===== src/rtl/cfs_pkg.sv =====
// Package with register map, field positions and encodings of the status bank.
package cfs_pkg;

	// -----------------------------------------------------------------
	// Register offsets
	// -----------------------------------------------------------------
	localparam logic [7:0] CFS_OFF_IRQ_CRC_TIMER_FIFO_STATUS = 8'hDF;
	localparam logic [7:0] CFS_OFF_MODEM_AND_LINK_STATUS     = 8'hE9;
	localparam logic [7:0] CFS_OFF_EVENT_STATUS              = 8'hF0;
	localparam logic [7:0] CFS_OFF_EVENT_MASK                = 8'hF1;
	localparam logic [7:0] CFS_OFF_FIFO_THRESHOLD            = 8'hF2;

	// -----------------------------------------------------------------
	// Field positions, first status register
	// -----------------------------------------------------------------
	localparam int CFS_S1_IRQ1_BIT   = 7;
	localparam int CFS_S1_CRCZ_BIT   = 6;
	localparam int CFS_S1_CRCD_BIT   = 5;
	localparam int CFS_S1_IRQ0_BIT   = 4;
	localparam int CFS_S1_TACT_BIT   = 3;
	localparam int CFS_S1_FIELD_BIT  = 2;
	localparam int CFS_S1_HIWM_BIT   = 1;
	localparam int CFS_S1_LOWM_BIT   = 0;

	// -----------------------------------------------------------------
	// Field positions, second status register
	// -----------------------------------------------------------------
	localparam int CFS_S2_OVCLR_BIT  = 7;
	localparam int CFS_S2_RSVD_BIT   = 6;
	localparam int CFS_S2_FREQ_BIT   = 5;
	localparam int CFS_S2_TSEL_BIT   = 4;
	localparam int CFS_S2_CIPH_BIT   = 3;
	localparam int CFS_S2_PHASE_MSB  = 2;

	// -----------------------------------------------------------------
	// Reset values and sizes
	// -----------------------------------------------------------------
	localparam logic [7:0] CFS_RST_MODEM_AND_LINK_STATUS = 8'h00;
	localparam logic [7:0] CFS_RST_EVENT_MASK            = 8'h00;
	localparam logic [5:0] CFS_RST_FIFO_THRESHOLD        = 6'h08;
	localparam int         CFS_FIFO_DEPTH                = 64;
	localparam int         CFS_NUM_EVENTS                = 4;

	// -----------------------------------------------------------------
	// Modem phase encodings
	// -----------------------------------------------------------------
	localparam logic [2:0] CFS_PH_IDLE      = 3'h0;
	localparam logic [2:0] CFS_PH_WAIT_SEND = 3'h1;
	localparam logic [2:0] CFS_PH_TX_WAIT   = 3'h2;
	localparam logic [2:0] CFS_PH_TX        = 3'h3;
	localparam logic [2:0] CFS_PH_RX_WAIT   = 3'h4;
	localparam logic [2:0] CFS_PH_WAIT_DATA = 3'h5;
	localparam logic [2:0] CFS_PH_RX        = 3'h6;

endpackage : cfs_pkg


===== src/rtl/cfs_sync.sv =====
// Two flip-flop synchroniser for a bundle of asynchronous levels.
`timescale 1ns/1ps
module cfs_sync
	import cfs_pkg::*;
#(
	parameter int WIDTH = 1
)
(
	input  wire logic             ref_clk_i,
	input  wire logic             rstn_i,
	input  wire logic [WIDTH-1:0] async_i,
	output logic      [WIDTH-1:0] sync_o
);

	logic [WIDTH-1:0] meta_q;
	logic [WIDTH-1:0] sync_q;

	always_ff @(posedge ref_clk_i or negedge rstn_i)
	begin
		if (!rstn_i)
		begin
			meta_q <= '0;
			sync_q <= '0;
		end
		else
		begin
			meta_q <= async_i;
			sync_q <= meta_q;
		end
	end

	assign sync_o = sync_q;

endmodule : cfs_sync


===== src/rtl/cfs_watermark.sv =====
// FIFO high and low watermark comparators.
`timescale 1ns/1ps
module cfs_watermark
	import cfs_pkg::*;
#(
	parameter int DEPTH = CFS_FIFO_DEPTH
)
(
	input  wire logic [6:0] fifo_byte_count_i,
	input  wire logic [5:0] fifo_threshold_i,
	output logic            fifo_high_watermark_o,
	output logic            fifo_low_watermark_o
);

	logic [7:0] free_space;

	always_comb
	begin
		free_space = 8'(DEPTH) - {1'b0, fifo_byte_count_i};
		fifo_high_watermark_o = free_space <= {2'b00, fifo_threshold_i};
		fifo_low_watermark_o  = fifo_byte_count_i <= {1'b0, fifo_threshold_i};
	end

endmodule : cfs_watermark


===== src/rtl/cfs_status_regs.sv =====
// Status register bank of the contactless front-end.
//
// Implementation choice: the strobed register port.
`timescale 1ns/1ps
module cfs_status_regs
	import cfs_pkg::*;
(
	input  wire logic       ref_clk_i,
	input  wire logic       rstn_i,
	input  wire logic [7:0] reg_addr_i,
	input  wire logic [7:0] reg_wdata_i,
	input  wire logic       reg_write_i,
	input  wire logic       reg_read_i,
	output logic      [7:0] reg_rdata_o,
	input  wire logic       irq_group_one_pending_i,
	input  wire logic       irq_group_zero_pending_i,
	input  wire logic       checksum_busy_i,
	input  wire logic       checksum_finish_i,
	input  wire logic       checksum_result_zero_i,
	input  wire logic       checksum_calculate_cmd_i,
	input  wire logic       timer_enabled_i,
	input  wire logic       field_present_i,
	input  wire logic       carrier_frequency_good_i,
	input  wire logic [6:0] fifo_byte_count_i,
	input  wire logic       select_received_i,
	input  wire logic       poll_answered_i,
	input  wire logic       card_authenticate_ok_i,
	input  wire logic [2:0] modem_phase_i,
	input  wire logic       overheat_alarm_i,
	output logic            overheat_error_o,
	output logic            irq_o
);

	// ---------------------------------------------------------------
	// Pin synchronisers
	// ---------------------------------------------------------------
	logic [1:0] pins_sync;

	cfs_sync #(
		.WIDTH (2)
	) u_sync (
		.ref_clk_i (ref_clk_i),
		.rstn_i    (rstn_i),
		.async_i   ({field_present_i, carrier_frequency_good_i}),
		.sync_o    (pins_sync)
	);

	logic field_s;
	logic freq_s;
	assign field_s = pins_sync[1];
	assign freq_s  = pins_sync[0];

	// ---------------------------------------------------------------
	// Watermarks
	// ---------------------------------------------------------------
	logic [5:0] thr_q;
	logic [5:0] thr_d;
	logic       hi_wm;
	logic       lo_wm;

	cfs_watermark #(
		.DEPTH (CFS_FIFO_DEPTH)
	) u_wm (
		.fifo_byte_count_i     (fifo_byte_count_i),
		.fifo_threshold_i      (thr_q),
		.fifo_high_watermark_o (hi_wm),
		.fifo_low_watermark_o  (lo_wm)
	);

	// ---------------------------------------------------------------
	// State
	// ---------------------------------------------------------------
	logic       crc_zero_q;
	logic       crc_zero_d;
	logic       crc_done_q;
	logic       crc_done_d;
	logic       tsel_q;
	logic       tsel_d;
	logic       ciph_q;
	logic       ciph_d;
	logic       ovclr_q;
	logic       ovclr_d;
	logic       overheat_q;
	logic       overheat_d;
	logic [3:0] evt_q;
	logic [3:0] evt_d;
	logic [3:0] mask_q;
	logic [3:0] mask_d;
	logic [7:0] rdata_q;
	logic [7:0] rdata_d;
	logic [7:0] status1;
	logic [7:0] status2;
	logic [3:0] evt_in;
	logic       wr_s2;

	assign wr_s2 = reg_write_i && reg_addr_i == CFS_OFF_MODEM_AND_LINK_STATUS;

	always_comb
	begin
		status1 = 8'h00;
		status1[CFS_S1_IRQ1_BIT]  = irq_group_one_pending_i;
		status1[CFS_S1_CRCZ_BIT]  = crc_zero_q;
		status1[CFS_S1_CRCD_BIT]  = crc_done_q;
		status1[CFS_S1_IRQ0_BIT]  = irq_group_zero_pending_i;
		status1[CFS_S1_TACT_BIT]  = timer_enabled_i;
		status1[CFS_S1_FIELD_BIT] = field_s;
		status1[CFS_S1_HIWM_BIT]  = hi_wm;
		status1[CFS_S1_LOWM_BIT]  = lo_wm;
		status2 = 8'h00;
		status2[CFS_S2_OVCLR_BIT] = ovclr_q;
		status2[CFS_S2_FREQ_BIT]  = freq_s;
		status2[CFS_S2_TSEL_BIT]  = tsel_q;
		status2[CFS_S2_CIPH_BIT]  = ciph_q;
		status2[CFS_S2_PHASE_MSB:0] = modem_phase_i;
	end

	always_comb
	begin
		crc_zero_d = crc_zero_q;
		if (checksum_busy_i)
			crc_zero_d = 1'b0;
		else if (checksum_finish_i)
			crc_zero_d = checksum_result_zero_i;
		crc_done_d = crc_done_q;
		if (checksum_finish_i)
			crc_done_d = 1'b1;
		else if (checksum_calculate_cmd_i)
			crc_done_d = 1'b0;
		tsel_d = tsel_q;
		if (!field_s)
			tsel_d = 1'b0;
		else if (select_received_i || poll_answered_i)
			tsel_d = 1'b1;
		ciph_d = ciph_q;
		if (card_authenticate_ok_i)
			ciph_d = 1'b1;
		else if (wr_s2 && !reg_wdata_i[CFS_S2_CIPH_BIT])
			ciph_d = 1'b0;
		ovclr_d = wr_s2 ? reg_wdata_i[CFS_S2_OVCLR_BIT] : ovclr_q;
		overheat_d = overheat_q;
		if (overheat_alarm_i)
			overheat_d = 1'b1;
		else if (wr_s2 && reg_wdata_i[CFS_S2_OVCLR_BIT])
			overheat_d = 1'b0;
		thr_d = thr_q;
		if (reg_write_i && reg_addr_i == CFS_OFF_FIFO_THRESHOLD)
			thr_d = reg_wdata_i[5:0];
		mask_d = mask_q;
		if (reg_write_i && reg_addr_i == CFS_OFF_EVENT_MASK)
			mask_d = reg_wdata_i[3:0];
		evt_in = {checksum_finish_i, tsel_d & ~tsel_q,
			overheat_d & ~overheat_q, hi_wm};
		evt_d = evt_q;
		if (reg_read_i && reg_addr_i == CFS_OFF_EVENT_STATUS)
			evt_d = 4'h0;
		evt_d = evt_d | evt_in;
		rdata_d = 8'h00;
		if (reg_read_i)
		begin
			case (reg_addr_i)
				CFS_OFF_IRQ_CRC_TIMER_FIFO_STATUS: rdata_d = status1;
				CFS_OFF_MODEM_AND_LINK_STATUS:     rdata_d = status2;
				CFS_OFF_EVENT_STATUS:   rdata_d = {4'h0, evt_q};
				CFS_OFF_EVENT_MASK:     rdata_d = {4'h0, mask_q};
				CFS_OFF_FIFO_THRESHOLD: rdata_d = {2'b00, thr_q};
				default:                rdata_d = 8'h00;
			endcase
		end
	end

	always_ff @(posedge ref_clk_i or negedge rstn_i)
	begin
		if (!rstn_i)
		begin
			crc_zero_q <= 1'b0;
			crc_done_q <= 1'b1;
			tsel_q     <= 1'b0;
			ciph_q     <= 1'b0;
			ovclr_q    <= 1'b0;
			overheat_q <= 1'b0;
			thr_q      <= CFS_RST_FIFO_THRESHOLD;
			mask_q     <= CFS_RST_EVENT_MASK[3:0];
			evt_q      <= 4'h0;
			rdata_q    <= 8'h00;
		end
		else
		begin
			crc_zero_q <= crc_zero_d;
			crc_done_q <= crc_done_d;
			tsel_q     <= tsel_d;
			ciph_q     <= ciph_d;
			ovclr_q    <= ovclr_d;
			overheat_q <= overheat_d;
			thr_q      <= thr_d;
			mask_q     <= mask_d;
			evt_q      <= evt_d;
			rdata_q    <= rdata_d;
		end
	end

	assign reg_rdata_o      = rdata_q;
	assign overheat_error_o = overheat_q;
	assign irq_o            = |(evt_q & mask_q);

	// ---------------------------------------------------------------
	// Assertions
	// ---------------------------------------------------------------
	property p_irq1;
		@(posedge ref_clk_i) disable iff (!rstn_i)
		reg_read_i && reg_addr_i == CFS_OFF_IRQ_CRC_TIMER_FIFO_STATUS
		|=> reg_rdata_o[7] == $past(irq_group_one_pending_i);
	endproperty
	a_irq1: assert property (p_irq1) else $error("irq1 bit wrong");

	property p_irq0;
		@(posedge ref_clk_i) disable iff (!rstn_i)
		reg_read_i && reg_addr_i == CFS_OFF_IRQ_CRC_TIMER_FIFO_STATUS
		|=> reg_rdata_o[4] == $past(irq_group_zero_pending_i);
	endproperty
	a_irq0: assert property (p_irq0) else $error("irq0 bit wrong");

	property p_crc_busy;
		@(posedge ref_clk_i) disable iff (!rstn_i)
		checksum_busy_i |=> !crc_zero_q;
	endproperty
	a_crc_busy: assert property (p_crc_busy) else $error("crc zero busy");

	property p_crc_done;
		@(posedge ref_clk_i) disable iff (!rstn_i)
		checksum_finish_i |=> crc_done_q;
	endproperty
	a_crc_done: assert property (p_crc_done) else $error("crc done");

	property p_tsel_off;
		@(posedge ref_clk_i) disable iff (!rstn_i)
		!field_s |=> !tsel_q;
	endproperty
	a_tsel_off: assert property (p_tsel_off) else $error("tsel kept");

	property p_ciph;
		@(posedge ref_clk_i) disable iff (!rstn_i)
		card_authenticate_ok_i |=> ciph_q;
	endproperty
	a_ciph: assert property (p_ciph) else $error("cipher not set");

	property p_ovclr;
		@(posedge ref_clk_i) disable iff (!rstn_i)
		wr_s2 && reg_wdata_i[7] && !overheat_alarm_i |=> !overheat_error_o;
	endproperty
	a_ovclr: assert property (p_ovclr) else $error("overheat kept");

	property p_s2_rsvd;
		@(posedge ref_clk_i) disable iff (!rstn_i)
		reg_read_i && reg_addr_i == CFS_OFF_MODEM_AND_LINK_STATUS
		|=> !reg_rdata_o[6] && reg_rdata_o[5] == $past(freq_s);
	endproperty
	a_s2_rsvd: assert property (p_s2_rsvd) else $error("status2 bad");

	property p_lowm;
		@(posedge ref_clk_i) disable iff (!rstn_i)
		reg_read_i && reg_addr_i == CFS_OFF_IRQ_CRC_TIMER_FIFO_STATUS
		|=> reg_rdata_o[0] == ($past(fifo_byte_count_i) <= {1'b0, $past(thr_q)});
	endproperty
	a_lowm: assert property (p_lowm) else $error("low watermark");

	property p_crc_zero;
		@(posedge ref_clk_i) disable iff (!rstn_i)
		checksum_finish_i && !checksum_busy_i
		|=> crc_zero_q == $past(checksum_result_zero_i);
	endproperty
	a_crc_zero: assert property (p_crc_zero) else $error("crc zero");

	property p_tact;
		@(posedge ref_clk_i) disable iff (!rstn_i)
		reg_read_i && reg_addr_i == CFS_OFF_IRQ_CRC_TIMER_FIFO_STATUS
		|=> reg_rdata_o[3] == $past(timer_enabled_i);
	endproperty
	a_tact: assert property (p_tact) else $error("timer bit wrong");

	property p_field;
		@(posedge ref_clk_i) disable iff (!rstn_i)
		reg_read_i && reg_addr_i == CFS_OFF_IRQ_CRC_TIMER_FIFO_STATUS
		|=> reg_rdata_o[2] == $past(field_s);
	endproperty
	a_field: assert property (p_field) else $error("field bit");

	property p_hiwm;
		@(posedge ref_clk_i) disable iff (!rstn_i)
		reg_read_i && reg_addr_i == CFS_OFF_IRQ_CRC_TIMER_FIFO_STATUS
		|=> reg_rdata_o[1] ==
			(7'(CFS_FIFO_DEPTH) - $past(fifo_byte_count_i)
			<= {1'b0, $past(thr_q)});
	endproperty
	a_hiwm: assert property (p_hiwm) else $error("high watermark");

	property p_phase;
		@(posedge ref_clk_i) disable iff (!rstn_i)
		reg_read_i && reg_addr_i == CFS_OFF_MODEM_AND_LINK_STATUS
		|=> reg_rdata_o[2:0] == $past(modem_phase_i);
	endproperty
	a_phase: assert property (p_phase) else $error("phase wrong");

	property p_tsel_ro;
		@(posedge ref_clk_i) disable iff (!rstn_i)
		wr_s2 && field_s && !select_received_i && !poll_answered_i
		|=> tsel_q == $past(tsel_q);
	endproperty
	a_tsel_ro: assert property (p_tsel_ro) else $error("tsel wr");

endmodule : cfs_status_regs


===== config.mk =====
export PLATFORM = sky130hd
export DESIGN_NAME = cfs_status_regs
export DESIGN_NICKNAME = d
export VERILOG_FILES = /design/src/rtl/cfs_pkg.sv /design/src/rtl/cfs_sync.sv /design/src/rtl/cfs_watermark.sv /design/src/rtl/cfs_status_regs.sv
export SDC_FILE = /design/constraint.sdc
export NUM_CORES = 1
export LEC_CHECK = 0
export BUFFER_PORTS_ARGS = -buffer_cell sky130_fd_sc_hd__buf_2
export CAP_MARGIN = 10
export CORE_ASPECT_RATIO = 1.4
export CORE_MARGIN = 2
export CORE_UTILIZATION = 54
export DETAILED_ROUTE_END_ITERATION = 16
export GPL_TIMING_DRIVEN = 0
export PLACE_DENSITY = 0.81
export RECOVER_POWER = 50
export SLEW_MARGIN = 10
export SYNTH_ARGS = -nofsm -noshare
export SYNTH_HDL_FRONTEND = slang
export SYNTH_SLANG_ARGS = --single-unit

===== constraint.sdc =====
create_clock -name ref_clk_i -period 2.5 [get_ports ref_clk_i]
set_input_delay 0.125 -clock ref_clk_i [delete_from_list [all_inputs] [get_ports ref_clk_i]]
set_output_delay 0.125 -clock ref_clk_i [all_outputs]
set_load 0.005 [all_outputs]

---- Word-level counts from Yosys, hierarchy flattened ----
Cells that the tools add are included.
cells by class
  add/subtract/negate cells ............... 1
  $lt $le $gt $ge ......................... 2
  equality and inequality tests ........... 5
  muxes and demuxes ....................... 13
  bitwise gates (word level) .............. 6
  reductions and logical operators ........ 12
operator list
  kind                                             number
  equality test 8 bit, second input constant       5
  one-hot mux 8 bit (5 select lines)               1
  two-way mux 1 bit                                10
  <= comparator 8 x 6 -> 1 bit                     1
  two-way mux 8 bit                                1
  subtractor 7 x 7 -> 8 bit, first input constant  1
  <= comparator 7 x 6 -> 1 bit                     1
  logical AND 1 bit                                6
  nonzero test 2 bit                               3
  AND 4 bit                                        1
  two-way mux 4 bit                                1
  OR 4 bit                                         1
  OR reduction 4 bit                               1
  AND 1 bit                                        2
  inverter 1 bit                                   2
  logical NOT 1 bit                                1
  logical OR 1 bit                                 1
storage, ports and cells
  register bits after elaboration ......... 32
  output and inout port bits .............. 10

---- Logic depth before layout (Yosys ltp) ----
Gate-level depths: netlist of run 1.
  depth in word-level cells ............... 7
  gate-level depth with buffers ........... 9
  gate-level depth less buffers ........... 9

---- By module ----
A second synthesis of run 1 with hierarchy kept.
second synthesis, totals
  cell total of the unflattened synthesis .. 161
  area total of the unflattened synthesis .. 1,863.0 sq um
modules (own cells, without submodules)
  module           times used  cells an instance  area an instance (sq um)  sequential area each (sq um)
  cfs_status_regs  1           108                1,383.8                   703.2
  cfs_watermark    1           49                 379.1                     0.0
  cfs_sync         1           4                  100.1                     100.1

---- Worst setup path before layout of run 1 ----
No wires, ideal clock.
  path type ............................... input-to-reg
  start ................................... input fifo_byte_count_i[0]
  end ..................................... register rdata_q[1], in the netlist reg_rdata_o[1]
  library setup time ...................... 0.164 ns
  arrival ................................. 1.389 ns
  setup slack ............................. 0.948 ns
  cell stages on the path ................. 9
  cells stage by stage .................... inv_1 > ha_1 > nand2_1 > xor2_1 > ha_1 > nand3_1 > o21bai_1 > a31oi_1 > o32ai_1
on the way
  word-level cells in the longest chain between the ends .. 4
ends and longest elaborated chain
  element                             line                    source
  from (decl)                         cfs_status_regs.sv:24   input wire logic [6:0] fifo_byte_count_i,
  subtractor 7 x 7 -> 8 bit           cfs_watermark.sv:19     free_space = 8'(DEPTH) - {1'b0, fifo_byte_count_i};
  <= comparator 8 x 6 -> 1 bit        cfs_watermark.sv:20     fifo_high_watermark_o = free_space <= {2'b00, fifo_threshold_i};
  one-hot mux 8 bit (5 select lines)  cfs_status_regs.sv:160  case (reg_addr_i)
  two-way mux 8 bit                   cfs_status_regs.sv:158  if (reg_read_i)
  named net rdata_d[1]                cfs_status_regs.sv:90   logic [7:0] rdata_d;
  to (signal assigned)                cfs_status_regs.sv:197  rdata_q <= rdata_d;
  to (decl)                           cfs_status_regs.sv:89   logic [7:0] rdata_q;
The timed path passes the listed nets, and every way through them passes these cells.
A chain may end at the register's enable or synchronous reset.

---- Final worst setup path of run 1 ----
  start ................................... register thr_q[4]
  end ..................................... register rdata_q[0], in the netlist reg_rdata_o[0]
on the way
  word-level cells in the longest chain between the ends .. 3
ends and longest elaborated chain
  element                             line                    source
  from (decl)                         cfs_status_regs.sv:56   logic [5:0] thr_q;
  from (signal assigned)              cfs_status_regs.sv:194  thr_q <= thr_d;
  <= comparator 7 x 6 -> 1 bit        cfs_watermark.sv:21     fifo_low_watermark_o = fifo_byte_count_i <= {1'b0, fifo_threshold_i};
  one-hot mux 8 bit (5 select lines)  cfs_status_regs.sv:160
  two-way mux 8 bit                   cfs_status_regs.sv:158
  named net rdata_d[0]                cfs_status_regs.sv:90
The timed path passes the listed nets, and every way through them passes these cells.

==> results.py, run 1 <==
metrics = {
    "power_and_ir_drop": {
        "max-vdd-ir-drop_mv": 0.503,
        "p_total_uw": 1260,
        "cellLeakagePower_uw": 0.00103,
        "power_density_nw_per_um2": 577,
    },
    "die": {
        "io_pins": 53,
        "num_rows": 24,
        "die_y_um": 70.9,
        "dieArea_um2": 3670,
        "coreArea_um2": 3090,
        "initial_core_util": 0.558,
        "die_w_um": 51.8,
    },
    "clocking": {
        "cts.sinks": 32,
        "cts_setup_buffers": 0,
        "cts_tree": "yes",
        "clock_latency_ps": 290,
        "post_cts_resize_count": 0,
        "cts_hold_buf": 4,
        "ctsHtreeMaxLevel": 2,
        "clockBufferDepth": 2,
        "clk_pin_slew_ps": 70,
        "cts_inserted_buffers": 5,
        "clockRootBuffer": "clkbuf_8",
    },
    "final_layout": {
        "drive_gt1_frac": 0.367,
        "fin_util": 0.707,
        "syn_to_final_growth_pct": 26.7,
        "fill_cells": 231,
        "fin_cells": 254,
        "n_antenna_cell": 0,
        "num-nets-final": 269,
    },
    "synth": {
        "synth.net_count": 208,
        "yosysTopAreaCell": "dfrtp_1",
        "synth-main-ff-cell": "dfrtp_1",
        "synthCells": 153,
        "syn_area_per_cell_um2": 11.3,
        "netlist_area_um2": 1730,
        "synth_top_area_frac": 0.435,
        "synthArstFlopShare": 1.00,
        "synth_seq_cells": 32,
        "synth_edf_count": 0,
        "yosysWarnings": 0,
        "ys_seq_area_frac": 0.466,
        "synthTopCellsByArea": "dfrtp_1 44%, mux2_2 9.1%, ha_1 8.7%",
        "synth_cell_types": 44,
    },
    "drt": {
        "drt_pass1_iterations": 5,
        "drc": 0,
        "vias": 1503,
        "wl_met3_um": 227,
        "drt-total-wl_um": 4470,
        "initialDrtViolationCount": 50,
        "via_per_inst": 5.92,
        "top_layer_used": "met4",
        "ant_nets": 0,
        "met1_length_um": 1570,
        "routedWlPerCell_um": 17.6,
        "dr_wl_met2_um": 2510,
    },
    "critical_path": {
        "crit_arrival_ps": 1950,
        "r2r-end": "reg_rdata_o[0]",
        "cp.required_ps": 2710,
        "worstRegToRegCells": 6,
        "r2r-start": "thr_q[4]",
        "r2r_slack_ps": 760,
        "worst_setup_path_start_kind": "flip-flop",
        "cp-end-kind": "flip-flop",
        "cp_max_fo": 3,
        "cp-startpoint": "thr_q[4]",
        "crit_path_end": "reg_rdata_o[0]",
        "critical_path_class": "flip-flop to flip-flop",
    },
    "timing": {
        "tns_ps": 0,
        "worst_clock_skew_ps": 3.16,
        "rsz0062_at_grt": "false",
        "slew_headroom": 0.240,
        "whs_ps": 12.0,
        "maxSlewViolCount": 0,
        "setup_viol": 0,
        "final_hold_viol_count": 0,
        "worst_pin_slew_ps": 1120,
        "finalCritPeriodShare": 0.698,
        "clock.fmax_mhz": 573,
        "final.min_clock_period_ps": 1740,
    },
    "global_routing": {
        "grt_pass1_wl_um": 7160,
        "overflow": 0,
        "grt_pass1_vias": 1629,
        "grt_use_total": 0.268,
        "antenna_found_initial": 0,
        "grt_max_degree": 33,
    },
    "place": {
        "place_congestion": 0.825,
        "dp.final_hpwl_um": 3440,
        "dpl.cell_count": 242,
        "portBuffers": 50,
    },
    "run": {
        "maxCapViolations": 0,
    },
    "run_status": {
        "status": "finished, final reports clean",
    },
    "hold_path": {
        "hp-class": "input pin to flip-flop",
    },
}
## placed cells by master (no fill, tap or decap), types with 2 or more instances in the layout
cell / instances
nand4b_1: 3
nor3_1: 3
a22oi_1: 3
a222oi_1: 3
a21oi_1: 6
nand3_1: 7
nand2_1: 11
xnor2_1: 2
dlygate4sd3_1: 4
mux2i_1: 2
inv_1: 12
clkbuf_8: 7
xor2_1: 2
buf_2: 47
nor2_1: 4
clkbuf_1: 4
nand3b_1: 3
mux2_2: 14
a32oi_1: 2
a21o_1: 5
o22ai_1: 2
o21ai_0: 2
ha_1: 12
dfstp_2: 2
dfrtp_1: 30
## power by group
group          leakage (µW)  internal [µW]  switching [µW]
combinational      0.000571           78.4            82.3
clock             0.0000645            351             198
sequential         0.000397            537            13.9
total               0.00103            966             294
## per-stage QoR
| stage | setup WS (ps) | cell area, µm² |
|---|---|---|
| CTS | 767 | 2190 |
| global route | 647 | 2190 |
| detailed placement | 469 | 2020 |
| global placement | 584 | 2020 |
| floorplan | 948 | 1730 |
| finish | 756 | 2190 |
## synth_stat cells (all sizes together), types with 3 or more instances
| cell | n |
|---|---|
| a21o | 5 |
| nand4b | 3 |
| nand3 | 7 |
| a21oi | 6 |
| ha | 12 |
| dfrtp | 30 |
| inv | 12 |
| nor3 | 5 |
| nand3b | 3 |
| mux2 | 14 |
| a22oi | 3 |
| a222oi | 3 |
| nand2 | 12 |
| nor2 | 5 |
## how the worst min path moves through the flow
stage,startpoint,to,slack [ps],cells past startpoint
final,card_authenticate_ok_i,ciph_q,10,2
after global routing,card_authenticate_ok_i,ciph_q,20,2
after CTS,card_authenticate_ok_i,ciph_q,5,2
after detailed placement,rstn_i,u_sync.meta_q[0],210,1
after global placement,rstn_i,reg_rdata_o[7],200,1
after floorplan,rstn_i,ciph_q,-170,0
## sequential cells by signal, indices dropped and copies added (netlist names)
signal,cells
crc_done_q,1
tsel_q,1
ciph_q,1
mask_q,4
thr_q,6
ovclr_q,1
crc_zero_q,1
evt_q,4
overheat_error_o,1
u_sync.meta_q,2
u_sync.sync_o,2
reg_rdata_o,8
## critical path, stage by stage (launching register included)
cell and delay, ps:
dfrtp_1 420, inv_1 100, ha_1 300, a21o_1 180, a211o_1 310, o22a_1 200, o22ai_1 160
## cell type report
class,count,area [µm²],share of cell area
plain buffers,2,16.3,0.00744
clock buffers,7,96.3,0.0441
multi-input cells,107,861,0.394
clock inverters,1,30.0,0.0137
well taps,39,48.8,0.0223
flip-flops and latches,32,803,0.367
repair buffers,54,285,0.131
inverters,12,45.0,0.0206
## cell families after synthesis
kind of cell / count (synthesis) / synth area share
XOR/XNOR: 4 / 0.0203
adder cells (fa/ha/maj): 12 / 0.0870
AND/OR/NAND/NOR: 41 / 0.142
flip-flops: 32 / 0.466
AO/OA/AOI/OAI: 34 / 0.146
buffers and inverters: 14 / 0.0355
multiplexers: 16 / 0.103
## routing by layer
| metal | up-vias | track usage |
|---|---|---|
| met5 | - | 0 |
| met4 | 0 | 0.135 |
| met3 | 13 | 0.0612 |
| met2 | 59 | 0.507 |
| met1 | 736 | 0.258 |
| li1 | 695 | - |
Note: power is estimated with default switching activity, not from simulation.
==> inputs of run 2 (changes only) <==
--- a/config.mk
+++ b/config.mk
@@ -5,14 +5,15 @@
 export SDC_FILE = /design/constraint.sdc
 export NUM_CORES = 1
 export LEC_CHECK = 0
+export ABC_AREA = 1
 export BUFFER_PORTS_ARGS = -buffer_cell sky130_fd_sc_hd__buf_2
 export CAP_MARGIN = 10
 export CORE_ASPECT_RATIO = 1.4
 export CORE_MARGIN = 2
-export CORE_UTILIZATION = 54
+export CORE_UTILIZATION = 47
 export DETAILED_ROUTE_END_ITERATION = 16
 export GPL_TIMING_DRIVEN = 0
-export PLACE_DENSITY = 0.81
+export PLACE_DENSITY = 0.74
 export RECOVER_POWER = 50
 export SLEW_MARGIN = 10
 export SYNTH_ARGS = -nofsm -noshare
==> constraint.sdc (replaced) <==
create_clock -name ref_clk_i -period 1.5 [get_ports ref_clk_i]
set_input_delay 0.075 -clock ref_clk_i [delete_from_list [all_inputs] [get_ports ref_clk_i]]
set_output_delay 0.075 -clock ref_clk_i [all_outputs]
set_load 0.005 [all_outputs]
==> results.py, run 2 <==
metrics = {
    "place": {
        "dpl.cell_count": 329,
        "portBuffers": 51,
        "placed_area_um2": 2160,
        "place_congestion": 0.829,
        "dp.final_hpwl_um": 3440,
    },
    "hold_path": {
        "hp-class": "input pin to flip-flop",
    },
    "timing": {
        "clock.fmax_mhz": 677,
        "final_hold_viol_count": 0,
        "worst_pin_slew_ps": 752,
        "final.min_clock_period_ps": 1480,
        "rsz0062_at_grt": "true",
        "whs_ps": 33.4,
        "worst_clock_skew_ps": 3.73,
        "slew_headroom": 0.499,
        "maxSlewViolCount": 0,
        "setup_viol": 0,
        "finalCritPeriodShare": 0.985,
    },
    "global_routing": {
        "overflow": 0,
        "grt_pass1_vias": 1774,
        "antenna_found_initial": 0,
        "grt_use_total": 0.206,
        "grt_max_degree": 33,
        "grt_pass1_wl_um": 7130,
    },
    "final_layout": {
        "fill_cells": 376,
        "n_antenna_cell": 0,
        "fin_cells": 344,
        "fin_area_um2": 2400,
        "mostFrequentLayoutCells": "52 x nand2_1, 48 x buf_2, 34 x inv_1",
        "final_common_cell": "nand2_1",
        "num-nets-final": 355,
        "syn_to_final_growth_pct": 29.8,
        "largest_reg_flops": 8,
        "drive_gt1_frac": 0.292,
    },
    "drt": {
        "drt-total-wl_um": 4220,
        "drc": 0,
        "met1_length_um": 1640,
        "initialDrtViolationCount": 48,
        "via_per_inst": 5.17,
        "wl_met3_um": 196,
        "vias": 1778,
        "drt_pass1_iterations": 4,
        "dr_wl_met2_um": 2250,
        "top_layer_used": "met4",
        "routedWlPerCell_um": 12.3,
        "ant_nets": 0,
    },
    "synth": {
        "synth_top_cells_by_count": "56 x nand2_1, 37 x inv_1, 30 x dfrtp_1",
        "yosysWarnings": 0,
        "yosysMostFrequentCell": "nand2_1",
        "synth_edf_count": 0,
        "synth_top_area_frac": 0.405,
        "synthCells": 235,
        "synth.net_count": 290,
        "synth_seq_cells": 32,
        "synthTopCellsByArea": "dfrtp_1 41%, nand2_1 11%, ha_1 8.1%",
        "synth_cell_types": 26,
        "netlist_area_um2": 1850,
        "yosysTopAreaCell": "dfrtp_1",
        "syn_area_per_cell_um2": 7.89,
        "synth-main-ff-cell": "dfrtp_1",
        "synthArstFlopShare": 1.00,
        "ys_seq_area_frac": 0.433,
    },
    "die": {
        "die_w_um": 57.1,
        "die_y_um": 78.3,
        "coreArea_um2": 3850,
        "dieArea_um2": 4470,
        "io_pins": 53,
        "initial_core_util": 0.481,
        "num_rows": 27,
    },
    "clocking": {
        "cts_setup_buffers": 0,
        "clock_latency_ps": 280,
        "clk_pin_slew_ps": 60,
        "clockBufferDepth": 2,
        "clockRootBuffer": "clkbuf_8",
        "cts_inserted_buffers": 5,
        "cts_tree": "yes",
        "ctsHtreeMaxLevel": 2,
        "cts.sinks": 32,
    },
    "critical_path": {
        "cp_max_fo": 3,
        "r2r_slack_ps": 20,
        "crit_arrival_ps": 1690,
        "worst_setup_path_start_kind": "flip-flop",
        "cp.required_ps": 1710,
        "cp-end-kind": "flip-flop",
        "critical_path_class": "flip-flop to flip-flop",
    },
    "run_status": {
        "status": "finished, final reports clean",
    },
    "run": {
        "maxCapViolations": 0,
    },
    "power_and_ir_drop": {
        "cellLeakagePower_uw": 0.00126,
        "max-vdd-ir-drop_mv": 0.683,
        "power_density_nw_per_um2": 870,
    },
}
==> run 2: kinds of logic after synthesis <==
group / count (synthesis) / share of synthesized area
flip-flops: 32 / 0.433
AND/OR/NAND/NOR: 109 / 0.255
XOR/XNOR: 4 / 0.0189
AO/OA/AOI/OAI: 37 / 0.124
buffers and inverters: 41 / 0.0878
adder cells (fa/ha/maj): 12 / 0.0810
==> run 2: worst paths after layout <==
check | from | to | cells past startpoint
max reg2reg | thr_q[3] | reg_rdata_o[0] | 8
max | thr_q[3] | reg_rdata_o[0] | 8
min reg2reg | u_sync.meta_q[0] | u_sync.sync_o[0] | 0
min | reg_wdata_i[3] | thr_q[3] | 3
min in group asynchronous | rstn_i | mask_q[1] | 2
max in group asynchronous | rstn_i | u_sync.meta_q[1] | 2
==> run 2: critical path: stages (launching register included) <==
cell,delay [ps]
dfstp_2,560
inv_4,50
ha_1,260
nand2_1,50
nor2_2,100
nand4_1,90
nand2_1,90
nand2_2,50
a21oi_2,140
==> run 2: where the power goes <==
part           internal (µW)  switching, µW  leakage, µW  total, µW
combinational            129            165     0.000811        294
sequential               895           17.5     0.000387        912
clock                    585            299    0.0000645        884
total                   1610            482      0.00126       2090
==> run 2: cell type report <==
class | count | area [µm²] | share of cell area
multi-input cells | 162 | 933 | 0.388
well taps | 43 | 53.8 | 0.0224
clock buffers | 7 | 96.3 | 0.0401
flip-flops and latches | 32 | 803 | 0.334
plain buffers | 1 | 11.3 | 0.00468
clock inverters | 1 | 30.0 | 0.0125
inverters | 40 | 154 | 0.0640
repair buffers | 58 | 323 | 0.134
==> run 2: layer usage <==
layer | GRT usage | vias up
li1 | - | 887
met1 | 0.222 | 822
met2 | 0.376 | 55
met3 | 0.0346 | 14
met4 | 0.105 | 0
met5 | 0 | -
==> run 2: metrics by stage <==
stage,utilization,worst slack (ps),power [µW],setup TNS [ps]
final,0.624,22.6,2090,0
after global placement,0.561,-266,1180,-442
after global routing,0.624,-98.5,2190,-265
after CTS,0.619,2.21,2110,0
after floorplan,-,68.7,1070,0
after detailed placement,0.561,-279,1190,-505
==> run 2: repair_timing <==
item                       CTS  global route
pin swaps                    3             3
hold endpoints to repair    36             0
hold buffers                 7             0
setup endpoints to repair    3             3
resized for setup            5            10
==> inputs of run 3 (changes only) <==
--- a/config.mk
+++ b/config.mk
@@ -6,14 +6,14 @@
 export NUM_CORES = 1
 export LEC_CHECK = 0
 export ABC_AREA = 1
-export BUFFER_PORTS_ARGS = -buffer_cell sky130_fd_sc_hd__buf_2
 export CAP_MARGIN = 10
 export CORE_ASPECT_RATIO = 1.4
 export CORE_MARGIN = 2
-export CORE_UTILIZATION = 47
+export CORE_UTILIZATION = 56
 export DETAILED_ROUTE_END_ITERATION = 16
+export DONT_BUFFER_PORTS = 1
 export GPL_TIMING_DRIVEN = 0
-export PLACE_DENSITY = 0.74
+export PLACE_DENSITY = 0.72
 export RECOVER_POWER = 50
 export SLEW_MARGIN = 10
 export SYNTH_ARGS = -nofsm -noshare
==> results.py, run 3 (synthesis gave the netlist of run 2 again) <==
metrics = {
    "run_status": {
        "status": "finished, final reports clean",
    },
    "critical_path": {
        "worst_setup_path_start_kind": "flip-flop",
        "cp_max_fo": 3,
        "crit_top_cell": "nand2_1",
        "critical_path_class": "flip-flop to flip-flop",
        "max_stage_delay_ps": 560,
        "cpMaxStageDelayCell": "dfstp_2",
        "path_cells": "inv_4, ha_4, nand2_2, inv_2, nand2_2, nand2_1, nand2_1, nand2_1, nand2_1, nand3_1, a21oi_1",
        "cp.required_ps": 1660,
        "cp-end-kind": "flip-flop",
        "crit_arrival_ps": 1640,
    },
    "timing": {
        "setup_viol": 0,
        "rsz0062_at_grt": "true",
        "worst_clock_skew_ps": 2.74,
        "whs_ps": 27.2,
        "final_hold_viol_count": 0,
        "finalCritPeriodShare": 0.988,
        "slew_headroom": 0.488,
        "maxSlewViolCount": 0,
        "worst_pin_slew_ps": 769,
        "clock.fmax_mhz": 675,
        "tns_ps": 0,
        "final.min_clock_period_ps": 1480,
    },
    "power_and_ir_drop": {
        "max-vdd-ir-drop_mv": 1.09,
        "cellLeakagePower_uw": 0.00111,
        "p_total_uw": 1880,
        "power_density_nw_per_um2": 826,
    },
    "final_layout": {
        "n_antenna_cell": 0,
        "largest_reg_flops": 8,
        "fill_cells": 260,
        "syn_to_final_growth_pct": 23.1,
        "register_area_um2": 803,
        "mostFrequentLayoutCells": "54 x nand2_1, 34 x inv_1, 30 x dfrtp_1",
        "final_common_cell": "nand2_1",
        "multiInputGateArea_um2": 911,
        "drive_gt1_frac": 0.126,
        "num-nets-final": 323,
        "fin_util": 0.723,
    },
    "global_routing": {
        "grt_pass1_wl_um": 7210,
        "antenna_found_initial": 0,
        "overflow": 0,
        "grt_use_total": 0.260,
        "grt_pass1_vias": 1728,
        "grt_max_degree": 33,
    },
    "clocking": {
        "clockRootBuffer": "clkbuf_8",
        "ctsHtreeMaxLevel": 2,
        "clockBufferDepth": 2,
        "clk_pin_slew_ps": 60,
        "cts_inserted_buffers": 5,
        "cts_tree": "yes",
        "cts.sinks": 32,
        "clock_latency_ps": 280,
    },
    "drt": {
        "drt_pass1_iterations": 4,
        "drc": 0,
        "ant_nets": 0,
        "met1_length_um": 1650,
        "initialDrtViolationCount": 41,
        "drt-total-wl_um": 4410,
        "vias": 1681,
        "wl_met3_um": 339,
        "routedWlPerCell_um": 14.3,
        "via_per_inst": 5.46,
        "top_layer_used": "met4",
        "dr_wl_met2_um": 2280,
    },
    "place": {
        "portBuffers": 0,
        "dp.final_hpwl_um": 3120,
        "place_congestion": 0.853,
    },
    "die": {
        "coreArea_um2": 3150,
        "die_w_um": 52.6,
        "dieArea_um2": 3790,
        "num_rows": 24,
        "initial_core_util": 0.588,
        "io_pins": 53,
        "die_y_um": 72.1,
    },
    "hold_path": {
        "hp-class": "input pin to flip-flop",
    },
    "run": {
        "maxCapViolations": 0,
    },
}
-- run 3: timing repair --
action	4_1_cts	5_1_grt
setup endpoints to repair	3	4
buffers inserted	0	1
pin swaps	5	4
resized for setup	5	4
endpoints found under the hold margin	56	0
hold buffers	25	0
-- run 3: final cells by class --
cell class	count	area share
Tap cell	39	0.0214
Inverter	40	0.0675
Clock buffer	8	0.0439
Sequential cell	32	0.352
Multi-Input combinational cell	162	0.399
Timing Repair Buffer	26	0.111
Buffer	1	0.00494
-- run 3: routing by layer --
metal	GRT usage	up-vias
met5	0	-
met4	0.120	0
met1	0.286	778
li1	-	827
met3	0.0700	13
met2	0.454	63
-- run 3: power breakdown --
group	internal [µW]	switching (µW)	leakage, µW
clock	418	293	0.0000515
combinational	117	144	0.000674
sequential	895	17.3	0.000387
-- run 3: final timing paths --
| check | startpoint | end | slack (ps) | cells after the start |
|---|---|---|---|---|
| setup reg to reg | thr_q[3] | reg_rdata_o[1] | 20 | 11 |
| hold / removal | reg_write_i | overheat_error_o | 30 | 3 |
| min in group asynchronous | rstn_i | thr_q[2] | 400 | 2 |
| setup / recovery | thr_q[3] | reg_rdata_o[1] | 20 | 11 |
| hold reg to reg | u_sync.meta_q[0] | u_sync.sync_o[0] | 350 | 0 |
| max in group asynchronous | rstn_i | reg_rdata_o[5] | 610 | 2 |
-- run 3: worst max-delay path: cells and delay by family (launching register included) --
kind | cells | cell delay (ps)
simple gates | 7 | 360
buf+inv | 2 | 100
flops | 1 | 560
compound gates | 1 | 60
fa+ha+maj | 1 | 260
-- run 3: through the flow --
stage / std cells / instance area, µm² / setup slack, ps
after global placement: 274 / 1900 / -157
after global routing: 308 / 2280 / -85.7
after CTS: 307 / 2280 / -5.36
after floorplan: 235 / 1850 / 68.7
after detailed placement: 274 / 1900 / -171
final: 308 / 2280 / 18.5
